`src/maint_monitor_pkg.sv`:
```
// shared constants of the maintenance timer and current pulse monitor
package maint_monitor_pkg;

  // clocking and time base
  localparam int unsigned CLK_HZ          = 50_000_000;
  localparam int unsigned TICK_MS         = 100;
  localparam int unsigned TICK_CYCLES_DEF = CLK_HZ / 1000 * TICK_MS;
  localparam int unsigned HOUR_MS         = 3_600_000;
  localparam int unsigned TENTHS_HOUR_DEF = HOUR_MS / TICK_MS;
  localparam int unsigned HOURS_PER_STEP  = 100;

  // energization count
  localparam logic [13:0] COUNT_MAX       = 14'h270e;
  localparam logic [13:0] THRESH_OFF      = 14'h270f;
  localparam logic [6:0]  SUB_LAST        = 7'(HOURS_PER_STEP - 1);

  // pulse sequence times in ms, converted to ticks
  localparam int unsigned CYCLE_MS        = 20000;
  localparam int unsigned START_MS        = 1000;
  localparam int unsigned INVALID_HI_MS   = 3500;
  localparam int unsigned CUR_MIN_MS      = 500;
  localparam int unsigned CUR_MAX_MS      = 9000;
  localparam int unsigned CUR_FULL_MS     = 5000;
  localparam int unsigned MAINT_MIN_MS    = 2000;
  localparam int unsigned MAINT_MAX_MS    = 9000;
  localparam int unsigned MASK_MAX_MS     = 20000;
  localparam int unsigned AVG_MIN_MS      = 100;
  localparam int unsigned AVG_MAX_MS      = 1000;
  localparam logic [7:0]  CYCLE_T         = 8'(CYCLE_MS / TICK_MS);
  localparam logic [7:0]  START_T         = 8'(START_MS / TICK_MS);
  localparam logic [7:0]  INVALID_HI_T    = 8'(INVALID_HI_MS / TICK_MS);
  localparam logic [7:0]  CUR_MIN_T       = 8'(CUR_MIN_MS / TICK_MS);
  localparam logic [7:0]  CUR_MAX_T       = 8'(CUR_MAX_MS / TICK_MS);
  localparam logic [7:0]  CUR_FULL_T      = 8'(CUR_FULL_MS / TICK_MS);
  localparam logic [7:0]  MAINT_MIN_T     = 8'(MAINT_MIN_MS / TICK_MS);
  localparam logic [7:0]  MAINT_MAX_T     = 8'(MAINT_MAX_MS / TICK_MS);
  localparam logic [7:0]  MASK_MAX_T      = 8'(MASK_MAX_MS / TICK_MS);
  localparam logic [3:0]  AVG_MIN_T       = 4'(AVG_MIN_MS / TICK_MS);
  localparam logic [3:0]  AVG_MAX_T       = 4'(AVG_MAX_MS / TICK_MS);

  // maintenance pulse scaling in hours and percent clamps
  localparam int unsigned MAINT_LO_HOURS  = 16000;
  localparam int unsigned MAINT_HI_HOURS  = 72000;
  localparam logic [13:0] MAINT_LO_CNT    = 14'(MAINT_LO_HOURS / HOURS_PER_STEP);
  localparam logic [13:0] MAINT_HI_CNT    = 14'(MAINT_HI_HOURS / HOURS_PER_STEP);
  localparam logic [7:0]  CUR_LO_PCT      = 8'h0a;
  localparam logic [7:0]  CUR_HI_PCT      = 8'hb4;
  localparam logic [8:0]  REF_MAX         = 9'h1f4;
  localparam logic [8:0]  RATED_DEF       = 9'h005;

  // output terminal function codes
  localparam logic [7:0]  FUNC_NONE       = 8'h00;
  localparam logic [7:0]  FUNC_PULSE_POS  = 8'h5d;
  localparam logic [7:0]  FUNC_ALARM_POS  = 8'h5f;
  localparam logic [7:0]  FUNC_PULSE_NEG  = 8'hc1;
  localparam logic [7:0]  FUNC_ALARM_NEG  = 8'hc3;
  localparam int unsigned TERM_N          = 3;
  localparam int unsigned TERM_RELAY      = 2;

  // register offsets
  localparam logic [7:0]  OFF_HOURS       = 8'h00;
  localparam logic [7:0]  OFF_THRESH      = 8'h04;
  localparam logic [7:0]  OFF_WINDOW      = 8'h08;
  localparam logic [7:0]  OFF_MASK        = 8'h0c;
  localparam logic [7:0]  OFF_REF         = 8'h10;
  localparam logic [7:0]  OFF_TERM_A      = 8'h14;
  localparam logic [7:0]  OFF_TERM_B      = 8'h18;
  localparam logic [7:0]  OFF_RELAY       = 8'h1c;
  localparam logic [7:0]  OFF_PROTECT     = 8'h20;
  localparam logic [7:0]  OFF_STATUS      = 8'h24;
  localparam logic [1:0]  PROTECT_LOCK    = 2'h1;
  localparam logic [1:0]  PROTECT_MAX     = 2'h2;

  typedef enum logic [7:0] {
    ST_IDLE    = 8'h01,
    ST_MASK    = 8'h02,
    ST_START   = 8'h04,
    ST_CURLOW  = 8'h08,
    ST_MAINTHI = 8'h10,
    ST_ENDLOW  = 8'h20,
    ST_BLANK   = 8'h40,
    ST_INVHI   = 8'h80
  } seq_state_e;

endpackage : maint_monitor_pkg

```
`src/div_if.sv`:
```
// handshake between the sequencer and the serial divider
`timescale 1ns/100ps
`default_nettype none
interface div_if #(parameter int unsigned W = 24);
  logic         start;
  logic [W-1:0] numer;
  logic [W-1:0] denom;
  logic         done;
  logic [W-1:0] quot;
  modport master (output start, numer, denom, input done, quot);
  modport slave  (input start, numer, denom, output done, quot);
endinterface : div_if
`default_nettype wire

```
`src/tick_divider.sv`:
```
// one-cycle enable pulse every CYCLES clocks
`timescale 1ns/100ps
`default_nettype none
module tick_divider #(
  parameter int unsigned CYCLES = 5000000
) (
  input  wire logic sys_clk,
  input  wire logic resetn,
  output logic      tick
);
  localparam int unsigned CW = $clog2(CYCLES + 1);

  logic [CW-1:0] cnt;

  if (CYCLES < 1)
  begin : g_bad
    $error("tick_divider needs CYCLES of at least one");
  end

  always_ff @(posedge sys_clk or negedge resetn)
  begin
    if (!resetn)
    begin
      cnt  <= '0;
      tick <= 1'b0;
    end
    else if (cnt == CW'(CYCLES - 1))
    begin
      cnt  <= '0;
      tick <= 1'b1;
    end
    else
    begin
      cnt  <= cnt + 1'b1;
      tick <= 1'b0;
    end
  end
endmodule : tick_divider
`default_nettype wire

```
`src/serial_divider.sv`:
```
// restoring divider, one quotient bit per clock
`timescale 1ns/100ps
`default_nettype none
module serial_divider #(
  parameter int unsigned W = 24
) (
  input  wire logic sys_clk,
  input  wire logic resetn,
  div_if.slave      div
);
  localparam int unsigned CNT_W = $clog2(W + 1);

  logic [W-1:0]     rem;
  logic [W-1:0]     quo;
  logic [W-1:0]     den;
  logic [CNT_W-1:0] left;
  logic             busy;
  logic [W+1:0]     trial;

  if (W < 2)
  begin : g_bad
    $error("serial_divider needs W of at least two");
  end

  // borrow in the top bit means the divisor did not fit
  assign trial    = {1'b0, rem, quo[W-1]} - {2'b00, den};
  assign div.quot = quo;

  always_ff @(posedge sys_clk or negedge resetn)
  begin
    if (!resetn)
    begin
      rem      <= '0;
      quo      <= '0;
      den      <= '0;
      left     <= '0;
      busy     <= 1'b0;
      div.done <= 1'b0;
    end
    else
    begin
      div.done <= 1'b0;
      if (div.start)
      begin
        rem  <= '0;
        quo  <= div.numer;
        den  <= div.denom;
        left <= CNT_W'(W);
        busy <= 1'b1;
      end
      else if (busy)
      begin
        if (!trial[W+1])
        begin
          rem <= trial[W-1:0];
          quo <= {quo[W-2:0], 1'b1};
        end
        else
        begin
          rem <= {rem[W-2:0], quo[W-1]};
          quo <= {quo[W-2:0], 1'b0};
        end
        left <= left - 1'b1;
        if (left == CNT_W'(1))
        begin
          busy     <= 1'b0;
          div.done <= 1'b1;
        end
      end
    end
  end
endmodule : serial_divider
`default_nettype wire

```
`src/maint_current_monitor.sv`:
```
// maintenance timer and current average pulse monitor with apb registers
//
// Chosen here: the register addresses and the APB register port.
`timescale 1ns/100ps
`default_nettype none
module maint_current_monitor
  import maint_monitor_pkg::*;
#(
  parameter int unsigned TICK_CYCLES   = TICK_CYCLES_DEF,
  parameter int unsigned TENTHS_HOUR   = TENTHS_HOUR_DEF,
  parameter int unsigned CUR_W         = 10,
  parameter logic [8:0]  RATED_CURRENT = RATED_DEF
) (
  input  wire logic             sys_clk,
  input  wire logic             resetn,
  input  wire logic             psel,
  input  wire logic             penable,
  input  wire logic             pwrite,
  input  wire logic [7:0]       paddr,
  input  wire logic [31:0]      pwdata,
  output logic [31:0]           prdata,
  output logic                  pready,
  output logic                  pslverr,
  input  wire logic             driveRunning,
  input  wire logic             accelDecel,
  input  wire logic             restartActive,
  input  wire logic             restartSelected,
  input  wire logic [CUR_W-1:0] outputCurrent,
  output logic                  maintenanceAlarmOut,
  output logic                  maintenanceDueIndication,
  output logic                  currentAvgPulseOut,
  output logic [TERM_N-1:0]     terminalOut,
  output logic                  nvSaveStrobe,
  output logic [13:0]           nvSaveCount
);
  localparam int unsigned DIV_W = 24;
  localparam int unsigned SUM_W = CUR_W + 4;

  if (CUR_W < 1 || CUR_W > 16 || TENTHS_HOUR < 1 || TENTHS_HOUR > 65535
      || TICK_CYCLES <= 2 * DIV_W)
  begin : g_bad
    $error("maint_current_monitor parameters out of range");
  end

  logic              tick;
  logic [15:0]       tenthCnt;
  logic [6:0]        subHundred;
  logic [13:0]       energizationHoursCount;
  logic [13:0]       maintenanceAlarmThreshold;
  logic [3:0]        currentAvgWindow;
  logic [7:0]        settleMaskTime;
  logic [8:0]        avgReferenceCurrent;
  logic [7:0]        termFunc [TERM_N];
  logic [1:0]        paramWriteProtectSel;
  logic              alarm;
  seq_state_e        state;
  seq_state_e        next_afterCycle;
  logic [7:0]        cycTenths;
  logic [7:0]        phaseTenths;
  logic [SUM_W-1:0]  sampleSum;
  logic [3:0]        sampleCount;
  logic [7:0]        lowTenths;
  logic [7:0]        maintTenths;
  logic [15:0]       maintSpan;
  logic              accelSeen;
  logic              prevConst;
  logic              constSpeed;
  logic              constEntry;
  logic              restartHit;
  logic              cycleEnd;
  logic              divGo;
  logic [DIV_W-1:0]  denomFull;
  logic [DIV_W-1:0]  sumPct;
  logic              mapped;
  logic              wrEn;
  logic              locked;
  logic              hoursClear;
  logic [31:0]       readMux;

  div_if #(.W(DIV_W)) divBus ();

  tick_divider #(.CYCLES(TICK_CYCLES)) u_tick (
    .sys_clk (sys_clk),
    .resetn  (resetn),
    .tick    (tick)
  );

  serial_divider #(.W(DIV_W)) u_div (
    .sys_clk (sys_clk),
    .resetn  (resetn),
    .div     (divBus)
  );

  // apb slave, zero wait states
  assign pready  = 1'b1;
  assign wrEn    = psel & penable & pwrite & mapped;
  assign pslverr = psel & penable & ~mapped;
  assign locked  = (paramWriteProtectSel == PROTECT_LOCK);
  assign hoursClear = wrEn & ~locked & (paddr == OFF_HOURS)
                      & (pwdata == 32'h0000_0000);

  always_comb
  begin
    mapped  = 1'b1;
    readMux = 32'h0000_0000;
    case (paddr)
      OFF_HOURS:   readMux[13:0] = energizationHoursCount;
      OFF_THRESH:  readMux[13:0] = maintenanceAlarmThreshold;
      OFF_WINDOW:  readMux[3:0]  = currentAvgWindow;
      OFF_MASK:    readMux[7:0]  = settleMaskTime;
      OFF_REF:     readMux[8:0]  = avgReferenceCurrent;
      OFF_TERM_A:  readMux[7:0]  = termFunc[0];
      OFF_TERM_B:  readMux[7:0]  = termFunc[1];
      OFF_RELAY:   readMux[7:0]  = termFunc[TERM_RELAY];
      OFF_PROTECT: readMux[1:0]  = paramWriteProtectSel;
      OFF_STATUS:  readMux[23:0] = {cycTenths, state, 5'h00,
                                    currentAvgPulseOut,
                                    maintenanceDueIndication, alarm};
      default:     mapped = 1'b0;
    endcase
  end

  // read data captured in the setup phase so it stands during access
  always_ff @(posedge sys_clk or negedge resetn)
  begin
    if (!resetn)
      prdata <= 32'h0000_0000;
    else if (psel & ~penable & ~pwrite)
      prdata <= readMux;
  end

  // configuration writes; out-of-range values are ignored
  always_ff @(posedge sys_clk or negedge resetn)
  begin
    if (!resetn)
    begin
      maintenanceAlarmThreshold <= THRESH_OFF;
      currentAvgWindow          <= AVG_MAX_T;
      settleMaskTime            <= 8'h00;
      avgReferenceCurrent       <= RATED_CURRENT;
      paramWriteProtectSel      <= 2'h0;
      for (int i = 0; i < TERM_N; i++)
        termFunc[i] <= FUNC_NONE;
    end
    else if (wrEn)
    begin
      case (paddr)
        OFF_THRESH:
          if (!locked && pwdata <= 32'(THRESH_OFF))
            maintenanceAlarmThreshold <= pwdata[13:0];
        // the next three ignore the protect lock and the run state
        OFF_WINDOW:
          if (pwdata >= 32'(AVG_MIN_T) && pwdata <= 32'(AVG_MAX_T))
            currentAvgWindow <= pwdata[3:0];
        OFF_MASK:
          if (pwdata <= 32'(MASK_MAX_T))
            settleMaskTime <= pwdata[7:0];
        OFF_REF:
          if (pwdata <= 32'(REF_MAX))
            avgReferenceCurrent <= pwdata[8:0];
        OFF_TERM_A:
          if (!locked && pwdata < 32'h100)
            termFunc[0] <= pwdata[7:0];
        OFF_TERM_B:
          if (!locked && pwdata < 32'h100)
            termFunc[1] <= pwdata[7:0];
        OFF_RELAY:
          if (!locked && pwdata < 32'h100 && pwdata[7:0] != FUNC_PULSE_POS
              && pwdata[7:0] != FUNC_PULSE_NEG)
            termFunc[TERM_RELAY] <= pwdata[7:0];
        OFF_PROTECT:
          if (pwdata <= 32'(PROTECT_MAX))
            paramWriteProtectSel <= pwdata[1:0];
        default:
          ;
      endcase
    end
  end

  // powered-on time; the partial 100-hour step is lost at power off
  always_ff @(posedge sys_clk or negedge resetn)
  begin
    if (!resetn)
    begin
      tenthCnt               <= 16'h0000;
      subHundred             <= 7'h00;
      energizationHoursCount <= 14'h0000;
      nvSaveStrobe           <= 1'b0;
    end
    else
    begin
      nvSaveStrobe <= 1'b0;
      if (hoursClear)
      begin
        tenthCnt               <= 16'h0000;
        subHundred             <= 7'h00;
        energizationHoursCount <= 14'h0000;
      end
      else if (tick)
      begin
        if (tenthCnt == 16'(TENTHS_HOUR - 1))
        begin
          tenthCnt     <= 16'h0000;
          nvSaveStrobe <= 1'b1;
          if (subHundred == SUB_LAST)
          begin
            subHundred <= 7'h00;
            if (energizationHoursCount != COUNT_MAX)
              energizationHoursCount <= energizationHoursCount + 1'b1;
          end
          else
            subHundred <= subHundred + 1'b1;
        end
        else
          tenthCnt <= tenthCnt + 1'b1;
      end
    end
  end

  assign nvSaveCount = energizationHoursCount;
  assign alarm = (maintenanceAlarmThreshold != THRESH_OFF)
                 && (energizationHoursCount >= maintenanceAlarmThreshold);

  // maintenance pulse length in ticks
  assign maintSpan = 16'(energizationHoursCount - MAINT_LO_CNT)
                     * 16'(MAINT_MAX_T - MAINT_MIN_T)
                     / 16'(MAINT_HI_CNT - MAINT_LO_CNT);
  always_comb
  begin
    if (energizationHoursCount <= MAINT_LO_CNT)
      maintTenths = MAINT_MIN_T;
    else if (energizationHoursCount >= MAINT_HI_CNT)
      maintTenths = MAINT_MAX_T;
    else
      maintTenths = MAINT_MIN_T + maintSpan[7:0];
  end

  // average over reference: low ticks = sum * 50 / (ref * samples)
  assign denomFull     = DIV_W'(avgReferenceCurrent) * DIV_W'(sampleCount);
  assign sumPct        = DIV_W'(sampleSum) * DIV_W'(8'h64);
  assign divBus.start  = divGo;
  assign divBus.numer  = DIV_W'(sampleSum) * DIV_W'(CUR_FULL_T);
  assign divBus.denom  = denomFull;

  assign constSpeed = driveRunning & ~accelDecel;
  assign constEntry = constSpeed & ~prevConst;
  assign restartHit = restartActive & restartSelected;
  assign cycleEnd   = tick && (cycTenths == CYCLE_T - 8'h01);

  // where a finished cycle goes next
  always_comb
  begin
    if (outputCurrent == '0 || !driveRunning)
      next_afterCycle = ST_IDLE;
    else if (accelDecel || restartHit)
      next_afterCycle = ST_BLANK;
    else if (accelSeen)
      next_afterCycle = ST_MASK;
    else
      next_afterCycle = ST_START;
  end

  always_ff @(posedge sys_clk or negedge resetn)
  begin
    if (!resetn)
      prevConst <= 1'b0;
    else
      prevConst <= constSpeed;
  end

  // pulse sequencer
  always_ff @(posedge sys_clk or negedge resetn)
  begin
    if (!resetn)
    begin
      state       <= ST_IDLE;
      cycTenths   <= 8'h00;
      phaseTenths <= 8'h00;
      sampleSum   <= '0;
      sampleCount <= 4'h0;
      lowTenths   <= CUR_MIN_T;
      accelSeen   <= 1'b0;
      divGo       <= 1'b0;
    end
    else
    begin
      divGo <= 1'b0;
      if (accelDecel)
        accelSeen <= 1'b1;
      if (tick && state != ST_IDLE && state != ST_MASK)
        cycTenths <= cycTenths + 1'b1;
      if (divBus.done)
      begin
        if (denomFull == '0 || sumPct > denomFull * DIV_W'(CUR_HI_PCT))
          lowTenths <= CUR_MAX_T;
        else if (sumPct < denomFull * DIV_W'(CUR_LO_PCT))
          lowTenths <= CUR_MIN_T;
        else
          lowTenths <= divBus.quot[7:0];
      end
      case (state)
        ST_IDLE:
          if (constEntry)
          begin
            state       <= ST_MASK;
            phaseTenths <= 8'h00;
          end
        ST_MASK:
          if (!constSpeed)
            state <= ST_IDLE;
          else if (phaseTenths >= settleMaskTime)
          begin
            state       <= restartHit ? ST_BLANK : ST_START;
            cycTenths   <= 8'h00;
            phaseTenths <= 8'h00;
            sampleSum   <= '0;
            sampleCount <= 4'h0;
            accelSeen   <= 1'b0;
          end
          else if (tick)
            phaseTenths <= phaseTenths + 1'b1;
        ST_START:
          if (accelDecel)
            state <= ST_INVHI;
          else if (tick)
          begin
            if (phaseTenths < 8'(currentAvgWindow))
            begin
              sampleSum   <= sampleSum + SUM_W'(outputCurrent);
              sampleCount <= sampleCount + 1'b1;
            end
            if (phaseTenths == START_T - 8'h01)
            begin
              state       <= ST_CURLOW;
              phaseTenths <= 8'h00;
              divGo       <= 1'b1;
            end
            else
              phaseTenths <= phaseTenths + 1'b1;
          end
        // from here on the cycle runs to its end whatever the speed does
        ST_CURLOW:
          if (tick)
          begin
            if (phaseTenths == lowTenths - 8'h01)
            begin
              state       <= ST_MAINTHI;
              phaseTenths <= 8'h00;
            end
            else
              phaseTenths <= phaseTenths + 1'b1;
          end
        ST_MAINTHI:
          if (tick)
          begin
            if (phaseTenths == maintTenths - 8'h01)
              state <= ST_ENDLOW;
            else
              phaseTenths <= phaseTenths + 1'b1;
          end
        ST_INVHI:
          if (tick && cycTenths == INVALID_HI_T - 8'h01)
            state <= ST_ENDLOW;
        ST_ENDLOW, ST_BLANK:
          if (cycleEnd)
          begin
            state       <= next_afterCycle;
            cycTenths   <= 8'h00;
            phaseTenths <= 8'h00;
            sampleSum   <= '0;
            sampleCount <= 4'h0;
            accelSeen   <= 1'b0;
          end
        default:
          state <= ST_IDLE;
      endcase
    end
  end

  // registered outputs, one clock behind the state and the alarm
  always_ff @(posedge sys_clk or negedge resetn)
  begin
    if (!resetn)
    begin
      currentAvgPulseOut       <= 1'b0;
      maintenanceAlarmOut      <= 1'b0;
      maintenanceDueIndication <= 1'b0;
    end
    else
    begin
      currentAvgPulseOut <= (state == ST_START) || (state == ST_MAINTHI)
                            || (state == ST_INVHI);
      maintenanceAlarmOut      <= alarm;
      maintenanceDueIndication <= alarm;
    end
  end

  // terminal routing with polarity select
  for (genvar t = 0; t < TERM_N; t++)
  begin : g_term
    always_ff @(posedge sys_clk or negedge resetn)
    begin
      if (!resetn)
        terminalOut[t] <= 1'b0;
      else
      begin
        case (termFunc[t])
          FUNC_ALARM_POS: terminalOut[t] <= maintenanceAlarmOut;
          FUNC_ALARM_NEG: terminalOut[t] <= ~maintenanceAlarmOut;
          FUNC_PULSE_POS: terminalOut[t] <= currentAvgPulseOut;
          FUNC_PULSE_NEG: terminalOut[t] <= ~currentAvgPulseOut;
          default:        terminalOut[t] <= 1'b0;
        endcase
      end
    end
  end

endmodule : maint_current_monitor
`default_nettype wire

```
`config.mk`:
```
export PLATFORM = sky130hd
export DESIGN_NAME = maint_current_monitor
export DESIGN_NICKNAME = d
export VERILOG_FILES = /design/src/maint_monitor_pkg.sv /design/src/div_if.sv /design/src/tick_divider.sv /design/src/serial_divider.sv /design/src/maint_current_monitor.sv
export SDC_FILE = /design/constraint.sdc
export NUM_CORES = 1
export LEC_CHECK = 0
export ABC_CLOCK_PERIOD_IN_PS = 18760
export BUFFER_PORTS_ARGS = -buffer_cell sky130_fd_sc_hd__buf_2
export CAP_MARGIN = 20
export CORE_ASPECT_RATIO = 0.9
export CORE_MARGIN = 5
export CORE_UTILIZATION = 55
export DETAILED_ROUTE_END_ITERATION = 7
export PLACE_DENSITY = 0.73
export SLEW_MARGIN = 20
export SYNTH_ARGS = -nofsm -noshare
export SYNTH_HDL_FRONTEND = slang
export SYNTH_SLANG_ARGS = --single-unit
```
`constraint.sdc`:
```
create_clock -name sys_clk -period 18.76 [get_ports sys_clk]
set_input_delay 3.752 -clock sys_clk [delete_from_list [all_inputs] [get_ports sys_clk]]
set_output_delay 3.752 -clock sys_clk [all_outputs]
set_load 0.1 [all_outputs]
```
==> flow_metrics.py <==
metrics = {
    "detailed_routing": {
        "drt_iter0_drc": 1658,
        "dr.pass1.iters": 8,
        "drc_errors": 0,
        "via_count": 18900,
        "routed_wl_um": 56300,
        "drt.antenna.violating_nets": 0,
        "via_per_inst": 5.93,
        "wl_per_cell_um": 17.7,
    },
    "pwr": {
        "seqPwrFrac_pct": 37.0,
        "power-per-cell-area_mw_per_mm2": 77.2,
        "p_int_mw": 1.28,
        "switching_share_pct": 33.9,
        "total_leakage_power_nw": 12.1,
        "power_switching_mw": 0.659,
        "comb_power_share_pct": 28.2,
        "clockPowerShare_pct": 34.8,
        "ir_drop_v": 0.0000746,
    },
    "worst_setup_path": {
        "startpoint_type": "flop",
        "arrival_ns": 11.96,
        "crit_path_frequent_cell": "ha_1",
        "critPathMaxStageDelay_ns": 0.80,
        "cp-end-kind": "flop",
        "cpLargestDelayFamily": "simple AND/OR/NAND/NOR gates",
        "worstPathMaxFanout": 9,
        "critPathRequiredTime_ns": 19.18,
        "critical_path_class": "flop to flop",
        "slowest_stage": "nor3_1",
        "path_buf_inv": 3,
        "r2r_slack_ns": 7.22,
    },
    "synthesis": {
        "synthTopCellsByCount": "258 x dfrtp_1, 254 x inv_1, 249 x ha_1",
        "ys_ff_latch": 273,
        "async_flop_share_pct": 100,
        "ys.flop_type": "dfrtp_1",
        "synthCells": 2540,
        "yosysTopAreaCell": "dfrtp_1",
        "syn_avg_cell_area_um2": 9.06,
        "synth_edf_count": 0,
        "synth_seq_area_share_pct": 29.8,
        "synth_most_common_cell": "dfrtp_1",
        "synth_area_leaders": "dfrtp_1 28%, ha_1 14%, fa_1 4.9%",
        "synthDistinctLibCells": 117,
        "synth_top_area_share_pct": 28.0,
        "synth_area_mm2": 0.0230,
        "synth_warnings": 0,
    },
    "floorplan": {
        "die_y_um": 204,
        "core_area_mm2": 0.0416,
        "fp-row-count": 71,
        "die_w_um": 226,
        "die-area_mm2": 0.0460,
        "ios": 114,
        "initial_core_util_pct": 55.4,
    },
    "clock_tree": {
        "cts_num_sinks": 273,
        "root_buffer": "clkbuf_16",
        "numCtsBuffers": 34,
        "clk_pin_slew_ns": 0.06,
        "cts_setup_buffers": 0,
        "cts_tree": "built",
        "cts_resized": 0,
        "cts_buffer_depth": 3,
        "insertion_delay_ns": 0.54,
        "hold_buffers": 0,
        "htreeDepth": 2,
    },
    "sta": {
        "tightest_slew_ns": 1.05,
        "rsz0062_at_grt": "false",
        "post-route-period-util_pct": 61.5,
        "drv_slew": 0,
        "fin_ws_ns": 7.22,
        "setup_viol": 0,
        "slew_headroom_pct": 29.6,
        "period_minus_slack_ns": 11.54,
        "finalHoldViolations": 0,
        "fin_tns_setup_ns": 0,
        "skew_ns": 0.0216,
        "fmax_ghz": 0.0867,
    },
    "place": {
        "hpwl_um": 42500,
        "portBuffers": 104,
        "dp_slack_ns": 7.38,
        "gp_congestion": 0.934,
    },
    "hold_path": {
        "hold_path.class": "flop to flop",
    },
    "global_routing": {
        "grt_max_degree": 140,
        "grt_usage_pct": 24.5,
        "antenna_found_initial": 1,
        "met3_usage_pct": 3.81,
        "grtUsageMet1_pct": 35.2,
        "grt_pass1_wl_um": 94600,
        "grt_use_met2_pct": 38.9,
        "grt_most_used_layer": "met2",
        "grt_overflow": 0,
        "grt_pass1_vias": 18900,
    },
    "finish": {
        "syn2layout_area_growth_pct": 9.37,
        "layout.nets": 2980,
        "multi_input_area_mm2": 0.0148,
        "fill_cells": 3596,
        "regArea_mm2": 0.00685,
        "drive_gt1_share_pct": 12.3,
        "insertedDiodeCount": 0,
    },
    "job": {
        "cap_violations": 0,
    },
    "outcome": {
        "status": "completed",
    },
}
-- worst paths after layout --
| check | end | cells after the start | start |
|---|---|---|---|
| setup / recovery | phaseTenths[1]$_DFFE_PN0P_ | 38 | nvSaveCount[5]$_DFFE_PN0P_ |
| setup reg to reg | phaseTenths[1]$_DFFE_PN0P_ | 38 | nvSaveCount[5]$_DFFE_PN0P_ |
| max in group asynchronous | u_div.busy$_DFF_PN0_ | 4 | resetn |
| hold reg to reg | prdata[20]$_DFFE_PN0P_ | 2 | prdata[20]$_DFFE_PN0P_ |
| hold / removal | prdata[20]$_DFFE_PN0P_ | 2 | prdata[20]$_DFFE_PN0P_ |
| min in group asynchronous | termFunc[17]$_DFFE_PN0P_ | 1 | resetn |
-- flip-flops by register name, indices dropped and copies added, names as in the netlist, 8 cells and up --
| register | cells |
|---|---|
| phaseTenths | 8 |
| maintenanceAlarmThreshold | 14 |
| settleMaskTime | 8 |
| u_div.rem | 24 |
| cycTenths | 8 |
| lowTenths | 8 |
| nvSaveCount | 14 |
| u_div.div.quot | 24 |
| tenthCnt | 16 |
| u_div.den | 13 |
| state | 8 |
| u_tick.cnt | 23 |
| sampleSum | 14 |
| prdata | 24 |
| avgReferenceCurrent | 9 |
| termFunc | 24 |
-- cells in the final DEF, fill, tap and decap left out, types with 56 or more instances in the layout --
cell	count
ha_1	249
fa_1	56
a21oi_1	127
o21ai_0	116
dfrtp_1	256
nor2_1	197
buf_2	103
mux2_2	71
nand2_1	193
nand3_1	83
inv_1	254
xor2_1	64
xnor2_1	116
-- power groups by stage --
stage	Sequential (mW)	Combinational, mW	Clock (mW)
5_1_grt	0.727	0.614	0.715
3_5_place_dp	0.727	0.543	0
4_1_cts	0.717	0.547	0.691
2_1_floorplan	0.731	0.404	0
6_report	0.718	0.548	0.676
3_3_place_gp	0.724	0.524	0
-- kinds of logic (layout without fill, tap and decap cells) --
kind of cell / after synthesis / count (layout) / synth area share (%)
AND/OR/NAND/NOR: 761 / 761 / 16.6
AO/OA/AOI/OAI: 559 / 559 / 16.6
buffers and inverters: 342 / 437 / 5.95
adder cells (fa/ha/maj): 305 / 305 / 18.4
flip-flops: 273 / 273 / 29.8
XOR/XNOR: 185 / 185 / 7.27
multiplexers: 113 / 113 / 5.36
other: 2 / 9 / 0.0326
-- tightest hold or removal path, cell delays in order, from the launching register on --
cell and delay [ns]:
dfrtp_1 0.34, nand2_1 0.05, nand2_1 0.05
-- per-layer routing --
metal  vias to the layer above  routed length (um)
met4                         2                1260
met3                        95                3280
li1                       9107                   -
met2                       513               25500
met5                         -                  20
met1                      9207               26300
-- layout make-up --
class	instances	share of cell area, %
Clock buffer	49	3.93
Clock inverter	13	0.686
Inverter	255	3.80
Multi-Input combinational cell	1932	59.0
Sequential cell	273	27.2
Tap cell	547	2.72
Timing Repair Buffer	120	2.66
-- metrics by stage --
stage                     cell area [um^2]  hold slack [ns]  std cells  power (mW)  util, %
after CTS                            25100            0.474       3188        1.95     60.5
after detailed placement             24000            0.452       3126        1.27     57.7
final                                25200            0.471       3189        1.94     60.6
after global placement               24000            0.452       3126        1.25     57.7
after global routing                 25200            0.508       3189        2.06     60.6
after floorplan                      23000            0.425       2547        1.13        -
(Power assumes the default switching activity.)
